## src/shared/bkr_pkg.sv

```systemverilog
// constants, register map and state types for the buck regulator control bank
package bkr_pkg;
    // register addresses on the two-wire control port
    localparam logic [7:0] ADDR_B1A_CONF = 8'h24;
    localparam logic [7:0] ADDR_B1B_VOLT = 8'h2E;
    localparam logic [7:0] ADDR_B1B_STBY = 8'h2F;
    localparam logic [7:0] ADDR_B1B_OFF = 8'h30;
    localparam logic [7:0] ADDR_B1B_MODE = 8'h31;
    localparam logic [7:0] ADDR_B1B_CONF = 8'h32;
    localparam logic [7:0] ADDR_B2_VOLT = 8'h35;
    localparam logic [7:0] ADDR_B2_STBY = 8'h36;
    // implemented bits per register kind
    localparam logic [7:0] MASK_CONF = 8'h7D;
    localparam logic [7:0] MASK_CONF_OTP = 8'h4D;
    localparam logic [7:0] MASK_VOLT = 8'h1F;
    localparam logic [7:0] MASK_B2_VOLT = 8'h3F;
    localparam logic [7:0] MASK_MODE = 8'h2F;
    localparam logic [7:0] RESET_VALUE = 8'h00;
    // field positions
    localparam int CONF_RAMP_BIT = 6;
    localparam int CONF_PHASE_LSB = 4;
    localparam int CONF_FREQ_LSB = 2;
    localparam int CONF_ILIM_BIT = 0;
    localparam int MODE_AFTER_OFF_BIT = 5;
    localparam int B2_RANGE_BIT = 5;
    // timing
    localparam int CLK_HZ = 25_000_000;
    localparam int CLK_PERIOD_NS = 40;
    localparam int DVS_FAST_NS = 2000;
    localparam int DVS_SLOW_NS = 4000;
    localparam int DVS_FAST_CYCLES = (DVS_FAST_NS + CLK_PERIOD_NS - 1) / CLK_PERIOD_NS;
    localparam int DVS_SLOW_CYCLES = (DVS_SLOW_NS + CLK_PERIOD_NS - 1) / CLK_PERIOD_NS;
    localparam int SLOW_CLK_HZ = 32768;
    localparam int SLOW_TICK_CYCLES = CLK_HZ / SLOW_CLK_HZ;
    // two-wire slave states
    typedef enum logic [2:0] {
        I2C_IDLE = 3'b000,
        I2C_ADDR = 3'b001,
        I2C_ACK_ADDR = 3'b010,
        I2C_RX = 3'b011,
        I2C_ACK_RX = 3'b100,
        I2C_TX = 3'b101,
        I2C_HOST_ACK = 3'b110
    } bkr_i2c_state_t;
    // power state of the regulators
    typedef enum logic [1:0] {
        PWR_NORMAL = 2'b00,
        PWR_STBY_WAIT = 2'b01,
        PWR_STANDBY = 2'b10,
        PWR_TURNED_OFF = 2'b11
    } bkr_pwr_state_t;
endpackage

```

## src/core/bkr_dvs_ramp.sv

```systemverilog
// output voltage code stepper that walks toward a target one code per ramp interval
`timescale 1ns/1ps
module bkr_dvs_ramp #(
    parameter int CODE_W = 5
) (
    input wire logic sys_clk,
    input wire logic rst_n,
    input wire logic init,
    input wire logic slow,
    input wire logic [CODE_W-1:0] target,
    output logic [CODE_W-1:0] code
);
    import bkr_pkg::*;

    localparam logic [7:0] FAST_LAST = 8'(DVS_FAST_CYCLES - 1);
    localparam logic [7:0] SLOW_LAST = 8'(DVS_SLOW_CYCLES - 1);

    logic [7:0] interval_cnt;

    // interval counter restarts whenever the code sits on target
    always_ff @(posedge sys_clk or negedge rst_n) begin
        if (!rst_n) begin
            interval_cnt <= 8'h00;
        end else if (init || code == target) begin
            interval_cnt <= 8'h00;
        end else if (interval_cnt >= (slow ? SLOW_LAST : FAST_LAST)) begin
            interval_cnt <= 8'h00;
        end else begin
            interval_cnt <= interval_cnt + 8'h01;
        end
    end

    // one code step is one 25 mV step; rate taken from the ramp bit
    always_ff @(posedge sys_clk or negedge rst_n) begin
        if (!rst_n) begin
            code <= '0;
        end else if (init) begin
            code <= target; // start-up lands on the default, no ramp
        end else if (code != target && interval_cnt >= (slow ? SLOW_LAST : FAST_LAST)) begin
            code <= (code < target) ? code + 1'b1 : code - 1'b1;
        end
    end
endmodule

```

## src/core/bkr_regs.sv

```systemverilog
// buck regulator control register bank with two-wire slave and standby control
// Behaviour
// - configuration bit 6 picks a 25 mV step each 2.0 or 4.0 us
// - configuration bits 5:4 hold the phase clock selection
// - configuration bits 3:2 hold the switching frequency code
// - configuration bit 0 selects current limit 2.75 A or 2.0 A
// - buck one B configuration at address 0x32, bits 7 and 1 read zero
// - configuration registers readable and writable at any time
// - ramp, frequency, limit load from OTP at reset; phase, reserved zero
// - buck one B and two normal voltage code in bits 4:0
// - buck one B and two standby voltage code in bits 4:0
// - buck one B sleep voltage code in bits 4:0
// - buck one B mode bit 5 picks off or sleep after turn-off
// - buck one B mode bits 3:0 hold the switching mode selector
// - buck two voltage bit 5 picks low or high range
// - buck two standby code independent of its normal code
// - standby entered after standby request plus 0..3 slow clock periods
`timescale 1ns/1ps
module bkr_regs #(
    parameter logic [6:0] DEV_ADDR = 7'h08, // arbitrary bus address
    parameter int TICK_CYCLES = bkr_pkg::SLOW_TICK_CYCLES
) (
    input wire logic sys_clk,
    input wire logic rst_n,
    input wire logic scl,
    input wire logic sda_in,
    output logic sda_out,
    output logic sda_oe,
    input wire logic standby_req,
    input wire logic [1:0] standby_delay,
    input wire logic turnoff_req,
    input wire logic [7:0] otp_b1a_conf,
    input wire logic [7:0] otp_b1b_conf,
    input wire logic [7:0] otp_b1b_volt,
    input wire logic [7:0] otp_b1b_stby,
    input wire logic [7:0] otp_b1b_off,
    input wire logic [7:0] otp_b1b_mode,
    input wire logic [7:0] otp_b2_volt,
    input wire logic [7:0] otp_b2_stby,
    output logic buck_one_a_ramp_rate,
    output logic [1:0] buck_one_a_phase_sel,
    output logic [1:0] buck_one_a_freq_sel,
    output logic buck_one_a_current_limit,
    output logic buck_one_b_ramp_rate,
    output logic [1:0] buck_one_b_phase_sel,
    output logic [1:0] buck_one_b_freq_sel,
    output logic buck_one_b_current_limit,
    output logic [3:0] buck_one_b_switch_mode,
    output logic buck_one_b_enable,
    output logic [4:0] buck_one_b_vout,
    output logic buck_two_enable,
    output logic buck_two_high_range,
    output logic [4:0] buck_two_vout,
    output logic in_standby
);
    import bkr_pkg::*;

    localparam logic [9:0] TICK_LAST = 10'(TICK_CYCLES - 1);

    // register storage
    logic [7:0] b1a_conf, b1b_conf, b1b_volt, b1b_stby, b1b_off, b1b_mode, b2_volt, b2_stby;
    logic otp_load;
    logic ramp_init;

    // two-wire slave state
    bkr_i2c_state_t i2c_state;
    logic scl_q;
    logic sda_q;
    logic [7:0] shift;
    logic [3:0] bit_cnt;
    logic [7:0] reg_ptr;
    logic [7:0] tx_byte;
    logic ptr_phase;
    logic wr_stb;
    logic [7:0] wr_addr;
    logic [7:0] wr_data;

    // power state
    bkr_pwr_state_t pwr_state;
    logic [9:0] tick_cnt;
    logic [1:0] delay_cnt;
    logic [4:0] b1b_target;
    logic [4:0] b2_target;

    wire logic scl_rise = scl && !scl_q;
    wire logic scl_fall = !scl && scl_q;
    wire logic bus_start = scl && scl_q && sda_q && !sda_in;
    wire logic bus_stop = scl && scl_q && !sda_q && sda_in;

    // read view; unmapped reads zero, reserved bits masked
    function automatic logic [7:0] read_reg(input logic [7:0] addr);
        unique case (addr)
            ADDR_B1A_CONF: read_reg = b1a_conf & MASK_CONF;
            ADDR_B1B_CONF: read_reg = b1b_conf & MASK_CONF;
            ADDR_B1B_VOLT: read_reg = b1b_volt & MASK_VOLT;
            ADDR_B1B_STBY: read_reg = b1b_stby & MASK_VOLT;
            ADDR_B1B_OFF: read_reg = b1b_off & MASK_VOLT;
            ADDR_B1B_MODE: read_reg = b1b_mode & MASK_MODE;
            ADDR_B2_VOLT: read_reg = b2_volt & MASK_B2_VOLT;
            ADDR_B2_STBY: read_reg = b2_stby & MASK_B2_VOLT;
            default: read_reg = RESET_VALUE;
        endcase
    endfunction

    // line sampling for edge and start/stop detection; open-drain data only pulls low
    always_ff @(posedge sys_clk or negedge rst_n) begin
        if (!rst_n) begin
            scl_q <= 1'b1;
            sda_q <= 1'b1;
            sda_out <= 1'b0;
        end else begin
            scl_q <= scl;
            sda_q <= sda_in;
            sda_out <= 1'b0;
        end
    end

    // slave protocol: address, pointer byte, then data with auto-increment
    always_ff @(posedge sys_clk or negedge rst_n) begin
        if (!rst_n) begin
            i2c_state <= I2C_IDLE;
            shift <= 8'h00;
            bit_cnt <= 4'h0;
            reg_ptr <= 8'h00;
            tx_byte <= 8'h00;
            ptr_phase <= 1'b0;
            sda_oe <= 1'b0;
            wr_stb <= 1'b0;
            wr_addr <= 8'h00;
            wr_data <= 8'h00;
        end else begin
            wr_stb <= 1'b0;
            if (bus_start) begin
                i2c_state <= I2C_ADDR;
                bit_cnt <= 4'h0;
                sda_oe <= 1'b0;
            end else if (bus_stop) begin
                i2c_state <= I2C_IDLE;
                sda_oe <= 1'b0;
            end else begin
                unique case (i2c_state)
                    I2C_IDLE: sda_oe <= 1'b0;
                    I2C_ADDR, I2C_RX: begin
                        if (scl_rise) begin
                            shift <= {shift[6:0], sda_in};
                            bit_cnt <= bit_cnt + 4'h1;
                        end else if (scl_fall && bit_cnt == 4'h8) begin
                            if (i2c_state == I2C_ADDR) begin
                                if (shift[7:1] == DEV_ADDR) begin
                                    sda_oe <= 1'b1;
                                    i2c_state <= I2C_ACK_ADDR;
                                    ptr_phase <= !shift[0];
                                end else begin
                                    i2c_state <= I2C_IDLE;
                                end
                            end else begin
                                sda_oe <= 1'b1;
                                i2c_state <= I2C_ACK_RX;
                                if (ptr_phase) begin
                                    reg_ptr <= shift;
                                    ptr_phase <= 1'b0;
                                end else begin
                                    // no mode gates a write
                                    wr_stb <= 1'b1;
                                    wr_addr <= reg_ptr;
                                    wr_data <= shift;
                                    reg_ptr <= reg_ptr + 8'h01;
                                end
                            end
                        end
                    end
                    I2C_ACK_ADDR: begin
                        if (scl_fall) begin
                            bit_cnt <= 4'h0;
                            if (ptr_phase) begin
                                sda_oe <= 1'b0;
                                i2c_state <= I2C_RX;
                            end else begin
                                // read at any time
                                tx_byte <= read_reg(reg_ptr);
                                sda_oe <= (read_reg(reg_ptr) < 8'h80); // msb low pulls
                                reg_ptr <= reg_ptr + 8'h01;
                                i2c_state <= I2C_TX;
                            end
                        end
                    end
                    I2C_ACK_RX: begin
                        if (scl_fall) begin
                            sda_oe <= 1'b0;
                            bit_cnt <= 4'h0;
                            i2c_state <= I2C_RX;
                        end
                    end
                    I2C_TX: begin
                        if (scl_rise) begin
                            bit_cnt <= bit_cnt + 4'h1;
                        end else if (scl_fall) begin
                            if (bit_cnt == 4'h8) begin
                                sda_oe <= 1'b0; // release for host acknowledge
                                i2c_state <= I2C_HOST_ACK;
                            end else begin
                                sda_oe <= !tx_byte[3'(4'h7 - bit_cnt)];
                            end
                        end
                    end
                    I2C_HOST_ACK: begin
                        if (scl_rise) begin
                            ptr_phase <= sda_in; // reuse: high means host refused
                        end else if (scl_fall) begin
                            bit_cnt <= 4'h0;
                            if (ptr_phase) begin
                                i2c_state <= I2C_IDLE;
                            end else begin
                                tx_byte <= read_reg(reg_ptr);
                                sda_oe <= (read_reg(reg_ptr) < 8'h80);
                                reg_ptr <= reg_ptr + 8'h01;
                                i2c_state <= I2C_TX;
                            end
                        end
                    end
                    default: i2c_state <= I2C_IDLE;
                endcase
            end
        end
    end

    // one-shot default load after reset release; phase and reserved stay zero
    always_ff @(posedge sys_clk or negedge rst_n) begin
        if (!rst_n) begin
            otp_load <= 1'b1;
            ramp_init <= 1'b0;
        end else begin
            otp_load <= 1'b0;
            ramp_init <= otp_load;
        end
    end

    // register writes; defaults come from OTP, not constants
    always_ff @(posedge sys_clk or negedge rst_n) begin
        if (!rst_n) begin
            b1a_conf <= RESET_VALUE;
            b1b_conf <= RESET_VALUE;
            b1b_volt <= RESET_VALUE;
            b1b_stby <= RESET_VALUE;
            b1b_off <= RESET_VALUE;
            b1b_mode <= RESET_VALUE;
            b2_volt <= RESET_VALUE;
            b2_stby <= RESET_VALUE;
        end else if (otp_load) begin
            b1a_conf <= otp_b1a_conf & MASK_CONF_OTP;
            b1b_conf <= otp_b1b_conf & MASK_CONF_OTP;
            b1b_volt <= otp_b1b_volt & MASK_VOLT;
            b1b_stby <= otp_b1b_stby & MASK_VOLT;
            b1b_off <= otp_b1b_off & MASK_VOLT;
            b1b_mode <= otp_b1b_mode & MASK_MODE;
            b2_volt <= otp_b2_volt & MASK_B2_VOLT;
            b2_stby <= otp_b2_stby & MASK_B2_VOLT;
        end else if (wr_stb) begin
            unique case (wr_addr)
                ADDR_B1A_CONF: b1a_conf <= wr_data & MASK_CONF;
                ADDR_B1B_CONF: b1b_conf <= wr_data & MASK_CONF;
                ADDR_B1B_VOLT: b1b_volt <= wr_data & MASK_VOLT;
                ADDR_B1B_STBY: b1b_stby <= wr_data & MASK_VOLT;
                ADDR_B1B_OFF: b1b_off <= wr_data & MASK_VOLT;
                ADDR_B1B_MODE: b1b_mode <= wr_data & MASK_MODE;
                ADDR_B2_VOLT: b2_volt <= wr_data & MASK_B2_VOLT;
                ADDR_B2_STBY: b2_stby <= wr_data & MASK_B2_VOLT;
                default: ;
            endcase
        end
    end

    // configuration fields straight out of the register flops
    assign buck_one_a_ramp_rate = b1a_conf[CONF_RAMP_BIT];
    assign buck_one_a_phase_sel = b1a_conf[CONF_PHASE_LSB +: 2];
    assign buck_one_a_freq_sel = b1a_conf[CONF_FREQ_LSB +: 2];
    assign buck_one_a_current_limit = b1a_conf[CONF_ILIM_BIT];
    assign buck_one_b_ramp_rate = b1b_conf[CONF_RAMP_BIT];
    assign buck_one_b_phase_sel = b1b_conf[CONF_PHASE_LSB +: 2];
    assign buck_one_b_freq_sel = b1b_conf[CONF_FREQ_LSB +: 2];
    assign buck_one_b_current_limit = b1b_conf[CONF_ILIM_BIT];
    assign buck_one_b_switch_mode = b1b_mode[3:0];

    // slow clock tick derived from the system clock, 32 kHz nominal
    always_ff @(posedge sys_clk or negedge rst_n) begin
        if (!rst_n) begin
            tick_cnt <= 10'h000;
        end else if (tick_cnt >= TICK_LAST) begin
            tick_cnt <= 10'h000;
        end else begin
            tick_cnt <= tick_cnt + 10'h001;
        end
    end

    // standby entry with programmed delay; turn-off has priority over standby
    always_ff @(posedge sys_clk or negedge rst_n) begin
        if (!rst_n) begin
            pwr_state <= PWR_NORMAL;
            delay_cnt <= 2'b00;
        end else if (turnoff_req) begin
            pwr_state <= PWR_TURNED_OFF;
        end else begin
            unique case (pwr_state)
                PWR_NORMAL: begin
                    if (standby_req) begin
                        delay_cnt <= standby_delay;
                        // zero delay goes straight to standby
                        pwr_state <= (standby_delay == 2'b00) ? PWR_STANDBY : PWR_STBY_WAIT;
                    end
                end
                PWR_STBY_WAIT: begin
                    if (!standby_req) begin
                        pwr_state <= PWR_NORMAL;
                    end else if (tick_cnt == TICK_LAST) begin
                        delay_cnt <= delay_cnt - 2'b01;
                        if (delay_cnt == 2'b01) begin
                            pwr_state <= PWR_STANDBY;
                        end
                    end
                end
                PWR_STANDBY: if (!standby_req) pwr_state <= PWR_NORMAL;
                PWR_TURNED_OFF: pwr_state <= PWR_NORMAL; // turn-off released
            endcase
        end
    end

    // pick the voltage register each regulator follows in each power state
    always_comb begin
        unique case (pwr_state)
            PWR_STANDBY: begin
                b1b_target = b1b_stby[4:0];
                b2_target = b2_stby[4:0];
            end
            PWR_TURNED_OFF: begin
                b1b_target = b1b_off[4:0];
                b2_target = b2_volt[4:0];
            end
            default: begin
                b1b_target = b1b_volt[4:0];
                b2_target = b2_volt[4:0];
            end
        endcase
    end

    // enables and range bit, registered
    always_ff @(posedge sys_clk or negedge rst_n) begin
        if (!rst_n) begin
            buck_one_b_enable <= 1'b0;
            buck_two_enable <= 1'b0;
            buck_two_high_range <= 1'b0;
            in_standby <= 1'b0;
        end else begin
            in_standby <= (pwr_state == PWR_STANDBY);
            buck_two_enable <= !otp_load && pwr_state != PWR_TURNED_OFF;
            // after turn-off: off when bit clear, sleep when set
            buck_one_b_enable <= !otp_load && (pwr_state != PWR_TURNED_OFF
                || b1b_mode[MODE_AFTER_OFF_BIT]);
            buck_two_high_range <= (pwr_state == PWR_STANDBY) ? b2_stby[B2_RANGE_BIT]
                : b2_volt[B2_RANGE_BIT];
        end
    end

    // buck one B steps at its configured ramp rate
    bkr_dvs_ramp #(.CODE_W(5)) u_b1b_ramp (.sys_clk(sys_clk), .rst_n(rst_n), .init(ramp_init),
        .slow(b1b_conf[CONF_RAMP_BIT]), .target(b1b_target), .code(buck_one_b_vout));

    // buck two has no configuration register here, so it ramps at the fast rate
    bkr_dvs_ramp #(.CODE_W(5)) u_b2_ramp (.sys_clk(sys_clk), .rst_n(rst_n), .init(ramp_init),
        .slow(1'b0), .target(b2_target), .code(buck_two_vout));
endmodule

```

## config.mk

```make
export PLATFORM = sky130hd
export DESIGN_NAME = bkr_regs
export DESIGN_NICKNAME = d
export VERILOG_FILES = /design/src/shared/bkr_pkg.sv /design/src/core/bkr_dvs_ramp.sv /design/src/core/bkr_regs.sv
export SDC_FILE = /design/constraint.sdc
export NUM_CORES = 1
export LEC_CHECK = 0
export ABC_AREA = 1
export BUFFER_PORTS_ARGS = -buffer_cell sky130_fd_sc_hd__clkbuf_2
export CAP_MARGIN = 20
export CORE_ASPECT_RATIO = 1.2
export CORE_MARGIN = 4
export CORE_UTILIZATION = 30
export CTS_CLUSTER_DIAMETER = 30
export DETAILED_ROUTE_END_ITERATION = 16
export PLACE_DENSITY = 0.43
export SLEW_MARGIN = 30
export SYNTH_ARGS = -nofsm -noshare
export SYNTH_HDL_FRONTEND = slang
export SYNTH_HIERARCHICAL = 1
export SYNTH_SLANG_ARGS = --single-unit
```

## constraint.sdc

```tcl
create_clock -name sys_clk -period 3.9 [get_ports sys_clk]
set_input_delay 0.78 -clock sys_clk [delete_from_list [all_inputs] [get_ports sys_clk]]
set_output_delay 0.78 -clock sys_clk [all_outputs]
set_load 0.05 [all_outputs]
```

==> results of run 1 <==
-- worst max path at each step --
stage,end,cells after the start,startpoint,slack [ns]
global placement,u_b2_ramp/code[4],20,pwr_state[1],0.53
global route,u_b2_ramp/code[4],20,pwr_state[1],0.15
detailed placement,u_b2_ramp/code[4],20,pwr_state[1],0.51
floorplan,u_b2_ramp/code[4],21,pwr_state[1],1.01
finish,u_b2_ramp/code[4],20,pwr_state[1],0.56
CTS,u_b2_ramp/code[4],20,pwr_state[1],0.51
-- final cells by class --
type,count,area [sq um],area share [%]
Inverter,153,576.8,5.916
Clock inverter,10,162.7,1.668
Clock buffer,22,484.2,4.967
Sequential cell,140,3507,35.97
Tap cell,340,425.4,4.363
Multi-Input combinational cell,797,4146,42.53
Timing Repair Buffer,83,446.7,4.582
-- synth_stat cells, types with 12 or more instances --
library cell,count
sky130_fd_sc_hd__nand2_1,326
sky130_fd_sc_hd__ha_1,34
sky130_fd_sc_hd__nand3_1,70
sky130_fd_sc_hd__nor2_2,12
sky130_fd_sc_hd__xor2_1,13
sky130_fd_sc_hd__o211ai_1,13
sky130_fd_sc_hd__nand4_1,12
sky130_fd_sc_hd__a21oi_1,45
sky130_fd_sc_hd__dfrtp_1,137
sky130_fd_sc_hd__nor2_1,85
sky130_fd_sc_hd__inv_1,142
sky130_fd_sc_hd__o21ai_1,19
sky130_fd_sc_hd__o21ai_0,90
-- through the flow --
stage               setup slack, ns  instances  power [W]
CTS                          0.5093       1545   0.004829
floorplan                     1.009       1113   0.002646
global route                 0.1525       1545   0.005085
finish                       0.5623       1545   0.004749
global placement             0.5252       1513   0.002989
detailed placement           0.5128       1513   0.002991
-- critical path: stages (launching register included) --
cell and delay [ns]:
sky130_fd_sc_hd__dfrtp_1 0.54, sky130_fd_sc_hd__inv_1 0.14, sky130_fd_sc_hd__nor2_2 0.26, sky130_fd_sc_hd__buf_4 0.25, sky130_fd_sc_hd__nand2_1 0.06, sky130_fd_sc_hd__o21ai_0 0.11
sky130_fd_sc_hd__inv_1 0.08, sky130_fd_sc_hd__ha_1 0.31, sky130_fd_sc_hd__nand2_1 0.08, sky130_fd_sc_hd__nor2_1 0.12, sky130_fd_sc_hd__nand2_1 0.06, sky130_fd_sc_hd__nand3_1 0.17
sky130_fd_sc_hd__inv_1 0.10, sky130_fd_sc_hd__fa_1 0.41, sky130_fd_sc_hd__nand3b_1 0.19, sky130_fd_sc_hd__nand2_1 0.08, sky130_fd_sc_hd__nand2_1 0.06, sky130_fd_sc_hd__nand2_1 0.06
sky130_fd_sc_hd__nand2_1 0.05, sky130_fd_sc_hd__nand3_1 0.07, sky130_fd_sc_hd__nand2_1 0.05
-- layer usage --
| metal | wire length, um | global-route usage [%] | part of all wire [%] | vias to the layer above |
|---|---|---|---|---|
| met5 | 0 | 0 | 0 | - |
| met4 | 380 | 4.998 | 1.6 | 0 |
| met3 | 565 | 2.876 | 2.4 | 23 |
| met2 | 11490 | 27.44 | 49 | 87 |
| met1 | 11240 | 21.04 | 47 | 3272 |
| li1 | - | - | - | 3733 |
-- power breakdown --
| group | leakage (nW) | internal [W] | switching, W | total, W |
|---|---|---|---|---|
| combinational | 2.79 | 0.000419 | 0.000831 | 0.00125 |
| clock | 0.301 | 0.00114 | 0.000658 | 0.00180 |
| sequential | 1.83 | 0.00157 | 0.000129 | 0.00170 |
| total | 4.92 | 0.00313 | 0.00162 | 0.00475 |
-- sequential cells by signal, summed over array words and instances, names as in the netlist, 2 cells and up --
| name | flops |
|---|---|
| wr_data | 7 |
| tick_cnt | 10 |
| i2c_state | 3 |
| delay_cnt | 2 |
| u_b1b_ramp/interval_cnt | 8 |
| wr_addr | 8 |
| b1b_volt | 5 |
| shift | 8 |
| u_b1b_ramp/code | 5 |
| tx_byte | 7 |
| b1b_mode | 5 |
| b2_stby | 6 |
| u_b2_ramp/code | 5 |
| b1b_conf | 6 |
| b1b_stby | 5 |
| b1b_off | 5 |
| reg_ptr | 8 |
| b1a_conf | 6 |
| b2_volt | 6 |
| u_b2_ramp/interval_cnt | 8 |
| bit_cnt | 4 |
| pwr_state | 2 |
-- cells by family after synthesis --
logic type | Yosys count
compound gates | 186
xor+xnor | 18
fa+ha+maj | 36
buf+inv | 176
flops | 140
mux | 2
other cells | 1
simple gates | 551
==> results_dict.tcl, run 1 <==
set metrics [dict create \
    result_of_the_run "completed" \
    holdCritPathClass "in -> async" \
    synth_seq_area_share_pct 42.02 \
    post_synthesis_instance_area_sq_mm 0.008347 \
    setup_viol 0 \
    final_global_route_overflow_total 0 \
    layout.cells.most_common_list "sky130_fd_sc_hd__nand2_1 (326), sky130_fd_sc_hd__inv_1 (142), sky130_fd_sc_hd__dfrtp_1 (137), sky130_fd_sc_hd__o21ai_0 (90), sky130_fd_sc_hd__nor2_1 (85)" \
    cts-root-buf "sky130_fd_sc_hd__clkbuf_16" \
    tritoncts.num_buffers 17 \
    chipWidth_um 160.3 \
    rsz0062_at_grt "false" \
    clk_pin_slew_ns 0.06 \
    drive_above_1_share_pct 14.19 \
    critical_path_arrival_ns 3.66 \
    worstReg2RegEnd "u_b2_ramp/code[4]" \
    cts_repair_resize_count 0 \
    layout.cell_area.non_filler_sq_mm 0.009749 \
    die_h_um 190.7 \
    final_common_cell "sky130_fd_sc_hd__nand2_1" \
    place.gp.congestion 0.8302 \
    ir_drop_mv 0.2905 \
    syn-instance-count 1110 \
    first_pass_iters 5 \
    maxSlewHeadroom_pct 44.08 \
    final.setup_skew_ns 0.01243 \
    critical_path_required_ns 4.22 \
    number_of_rows_created_at_floorplan 66 \
    max_slew_violation_count 0 \
    wire_length_of_the_first_global_routing_pass_mm 38.79 \
    antennaDiodeCount 0 \
    synthXorXnorAreaFrac_pct 1.889 \
    globalRouteTotalUtil_pct 16.16 \
    ios 104 \
    start_util_pct 30.63 \
    antenna_found_initial 0 \
    reg2reg_setup_slack_ns 0.56 \
    synth-compound-area-share_pct 12.44 \
    yosys.area.top_type_share_pct 41.07 \
    endpoint_kind "flop" \
    drt_wl_total_mm 23.67 \
    worst_pin_slew_ns 0.8388 \
    static_leakage_power_nw 4.923 \
    powerDensity_mw_per_mm2 487.1 \
    htreeDepth 4 \
    regToRegStartpoint "pwr_state[1]" \
    max_cap_violations 0 \
    synth_mux_area_share_pct 0.2398 \
    number_of_hold_slack_violations_in_the_final_timing_report 0 \
    post_cts_hold_buffer_count 0 \
    synthAdderAreaFrac_pct 5.576 \
    post_dp_cell_area_sq_mm 0.009102 \
    crit_fanout 13 \
    setup.worst_path.class "reg -> reg" \
    post_drt_via_cell_ratio 4.605 \
    drt_iter0_markers 380 \
    first_global_vias 7114 \
    startpoint_type "flop" \
    synth-async-reset-ratio_pct 100.0 \
    main_combinational_cell_family_by_area_after_synthesis "simple AND/OR/NAND/NOR gates" \
    post-route-drc-count 0 \
    total_number_of_yosys_warnings 6 \
    fin_tns_setup_ns 0 \
    route.vias.total 7115 \
    portBuffers 78 \
    final_min_period_over_clock_period_pct 85.58 \
    synth_top_area_cell "sky130_fd_sc_hd__dfrtp_1" \
    final_util_pct 35.78 \
    detailed_place_hpwl_mm 17.86 \
    synthDistinctLibCells 48 \
    clkLatencyLatePin_ns 0.43 \
    floorplan.core_area_sq_mm 0.02725 \
    synth_top_flop_cell "sky130_fd_sc_hd__dfrtp_1" \
    synth_simple_gate_area_share_pct 29.35 \
    yosys_register_bits 140 \
    postSynthAreaPerCell_sq_um 7.520 \
    cts_num_sinks 140 \
    count_of_buffers_added_by_post_cts_timing_repair_for_setup 0 \
    synth_enable_flop_cells 0 \
    timing.final.crit_period_ns 3.338 \
    cts_tree "done" \
    final.fill_count 2919 \
    detailed_route_wire_length_per_cell_um 15.32 \
    drt.antenna.violating_nets 0 \
    cts.path.max_buffers 2 \
    synthTopCellsByArea "sky130_fd_sc_hd__dfrtp_1 (41%), sky130_fd_sc_hd__nand2_1 (15%), sky130_fd_sc_hd__inv_1 (6.4%)" \
    grt_max_degree 75 \
    rr_worst_depth 20 \
    hold-worst-slack_ns 0.3892 \
    layout.nets 1300 \
    maxClockFrequency_ghz 0.2996 \
    fp.dieArea_sq_mm 0.03057 \
    area.growth.synth_to_final_pct 16.80 \
]
No activity file was read; power rests on OpenSTA's default activity.
==> run 2: changes to the inputs <==
--- a/config.mk
+++ b/config.mk
@@ -14,6 +14,7 @@
 export CTS_CLUSTER_DIAMETER = 30
 export DETAILED_ROUTE_END_ITERATION = 16
 export PLACE_DENSITY = 0.43
+export REMOVE_ABC_BUFFERS = 1
 export SLEW_MARGIN = 30
 export SYNTH_ARGS = -nofsm -noshare
 export SYNTH_HDL_FRONTEND = slang
==> run 2 against run 1 <==
Effect of this change: worst hold slack about the same; design area is 0.47% lower; critical path depth did not move; sequential share of layout area increased by 0.17 points; die area unchanged; cell count decreased by 0.13%; setup slack lost 0.11 ns; clock power shrank 7%; non-clock buffer count up 1; clock skew down 0.0040 ns; fmax shrank 3.1%; via count barely moved; largest cell class unchanged; largest power group is now sequential cells.
==> results_dict.tcl, run 2 (synthesis results as in run 1) <==
set metrics [dict create \
    result_of_the_run "completed" \
    rsz0062_at_grt "false" \
    clkLatencyLatePin_ns 0.43 \
    count_of_buffers_added_by_post_cts_timing_repair_for_setup 0 \
    dp_cells 1514 \
    pwr-share-comb_pct 27.1 \
    rr_worst_depth 20 \
    cts-root-buf "sky130_fd_sc_hd__clkbuf_16" \
    max_cap_violations 0 \
    top_reg_by_flops "tick_cnt" \
    timing.final.crit_period_ns 3.444 \
    die_h_um 190.7 \
    detailed_place_hpwl_mm 17.87 \
    grt_max_degree 76 \
    antennaDiodeCount 0 \
    worst_pin_slew_ns 0.7692 \
    tritoncts.num_buffers 17 \
    clock_power_share_pct 36.1 \
    worstReg2RegEnd "u_b2_ramp/code[4]" \
    maxSlewHeadroom_pct 48.72 \
    portBuffers 78 \
    max_slew_violation_count 0 \
    final_common_cell "sky130_fd_sc_hd__nand2_1" \
    layout.cells.most_common_list "sky130_fd_sc_hd__nand2_1 (326), sky130_fd_sc_hd__inv_1 (142), sky130_fd_sc_hd__dfrtp_1 (137), sky130_fd_sc_hd__o21ai_0 (90), sky130_fd_sc_hd__nor2_1 (85)" \
    number_of_rows_created_at_floorplan 66 \
    layout.nets 1301 \
    setup_viol 0 \
    endpoint_kind "flop" \
    cp-startpoint "pwr_state[1]" \
    wire_length_of_the_first_global_routing_pass_mm 38.59 \
    chipWidth_um 160.3 \
    place.gp.congestion 0.8041 \
    globalRouteTotalUtil_pct 16.01 \
    regToRegStartpoint "pwr_state[1]" \
    maxClockFrequency_ghz 0.2904 \
    holdCritPathClass "in -> async" \
    fin_tns_setup_ns 0 \
    critical_path_arrival_ns 3.76 \
    antenna_found_initial 0 \
    cts_num_sinks 140 \
    first_pass_iters 4 \
    reg2reg_setup_slack_ns 0.46 \
    post_cts_hold_buffer_count 0 \
    critical_path_required_ns 4.22 \
    cts.path.max_buffers 2 \
    worstSetupEndpoint "u_b2_ramp/code[4]" \
    total_switching_power_w 0.001584 \
    sw_frac_of_total_pct 34.24 \
    drt.antenna.violating_nets 0 \
    post-route-drc-count 0 \
    area.growth.synth_to_final_pct 16.25 \
    fp.dieArea_sq_mm 0.03057 \
    drt_iter0_markers 395 \
    final.setup_skew_ns 0.008429 \
    final_global_route_overflow_total 0 \
    crit_fanout 10 \
    post_drt_via_cell_ratio 4.612 \
    number_of_hold_slack_violations_in_the_final_timing_report 0 \
    setup.worst_path.class "reg -> reg" \
    fin_cells 1543 \
    detailed_route_wire_length_per_cell_um 15.24 \
    ios 104 \
    clk_pin_slew_ns 0.06 \
    static_leakage_power_nw 4.911 \
    ir_drop_mv 0.2405 \
    first_global_vias 7199 \
    route.vias.total 7117 \
    floorplan.core_area_sq_mm 0.02725 \
    htreeDepth 4 \
    cts_repair_resize_count 0 \
    post_dp_cell_area_sq_mm 0.009110 \
    power.share.sequential_pct 36.8 \
    powerDensity_mw_per_mm2 476.8 \
    startpoint_type "flop" \
    start_util_pct 30.63 \
    cts_tree "done" \
    p_int_w 0.003042 \
    drive_above_1_share_pct 14.05 \
    largest_register_ff_count 10 \
    final_min_period_over_clock_period_pct 88.30 \
    drt_wl_total_mm 23.52 \
    hold-worst-slack_ns 0.3887 \
    layout.cell_area.non_filler_sq_mm 0.009703 \
]
run 2: cell types whose count changed in the layout (fill, tap and decap cells not counted), sizes merged:
cell	before	now
buf	6	7
bufinv	4	3
clkinv	4	5
clkinvlp	5	2
run 2: worst min-delay path by stage:
stage / depth (start not counted) / endpoint / from
2_1_floorplan: 2 / tx_byte[0] / tx_byte[0]
3_3_place_gp: 2 / wr_data[2] / wr_data[2]
3_5_place_dp: 2 / tx_byte[4] / tx_byte[4]
4_1_cts: 1 / tick_cnt[0] / rst_n
5_1_grt: 1 / tick_cnt[9] / rst_n
6_report: 1 / tick_cnt[0] / rst_n
run 2: final cells by class:
class                           count  area, sq um
Inverter                          153        576.8
Timing Repair Buffer               84        454.2
Fill cell                        2942        17550
Tap cell                          340        425.4
Clock buffer                       22        474.2
Clock inverter                      7        115.1
Multi-Input combinational cell    797         4150
Sequential cell                   140         3507
run 2: critical path: stages (launching register included):
cell and delay, ns:
sky130_fd_sc_hd__dfrtp_1 0.54, sky130_fd_sc_hd__inv_1 0.15, sky130_fd_sc_hd__nor2_2 0.30, sky130_fd_sc_hd__buf_4 0.24, sky130_fd_sc_hd__nand2_1 0.06, sky130_fd_sc_hd__o21ai_0 0.15
sky130_fd_sc_hd__inv_1 0.08, sky130_fd_sc_hd__ha_1 0.31, sky130_fd_sc_hd__nand2_1 0.07, sky130_fd_sc_hd__nor2_1 0.12, sky130_fd_sc_hd__nand2_1 0.06, sky130_fd_sc_hd__nand3_1 0.17
sky130_fd_sc_hd__inv_1 0.11, sky130_fd_sc_hd__fa_1 0.42, sky130_fd_sc_hd__nand3b_1 0.20, sky130_fd_sc_hd__nand2_1 0.08, sky130_fd_sc_hd__nand2_1 0.06, sky130_fd_sc_hd__nand2_1 0.06
sky130_fd_sc_hd__nand2_1 0.05, sky130_fd_sc_hd__nand3_1 0.07, sky130_fd_sc_hd__nand2_1 0.05
run 2: routing by layer:
metal | global-route usage, % | up-vias | wire length [um]
li1 | - | 3734 | -
met2 | 26.84 | 94 | 11340
met1 | 20.92 | 3265 | 11110
met3 | 3.027 | 24 | 625
met4 | 5.197 | 0 | 446
met5 | 0 | - | 0
run 2: per-stage QoR:
step | setup WS (ns) | power, W | util (%)
6_report | 0.4562 | 0.004626 | 35.61
5_1_grt | 0.07151 | 0.004953 | 35.61
4_1_cts | 0.4519 | 0.004707 | 35.59
3_5_place_dp | 0.4668 | 0.002993 | 33.43
3_3_place_gp | 0.5075 | 0.002993 | 33.43
2_1_floorplan | 0.9437 | 0.002633 | -
run 2: power by group through the flow:
stage | registers [W] | logic [W] | clock network (W)
finish | 0.00170 | 0.00125 | 0.00167
global route | 0.00173 | 0.00144 | 0.00179
CTS | 0.00171 | 0.00127 | 0.00173
detailed placement | 0.00173 | 0.00126 | 0
global placement | 0.00173 | 0.00126 | 0
floorplan | 0.00187 | 0.000765 | 0
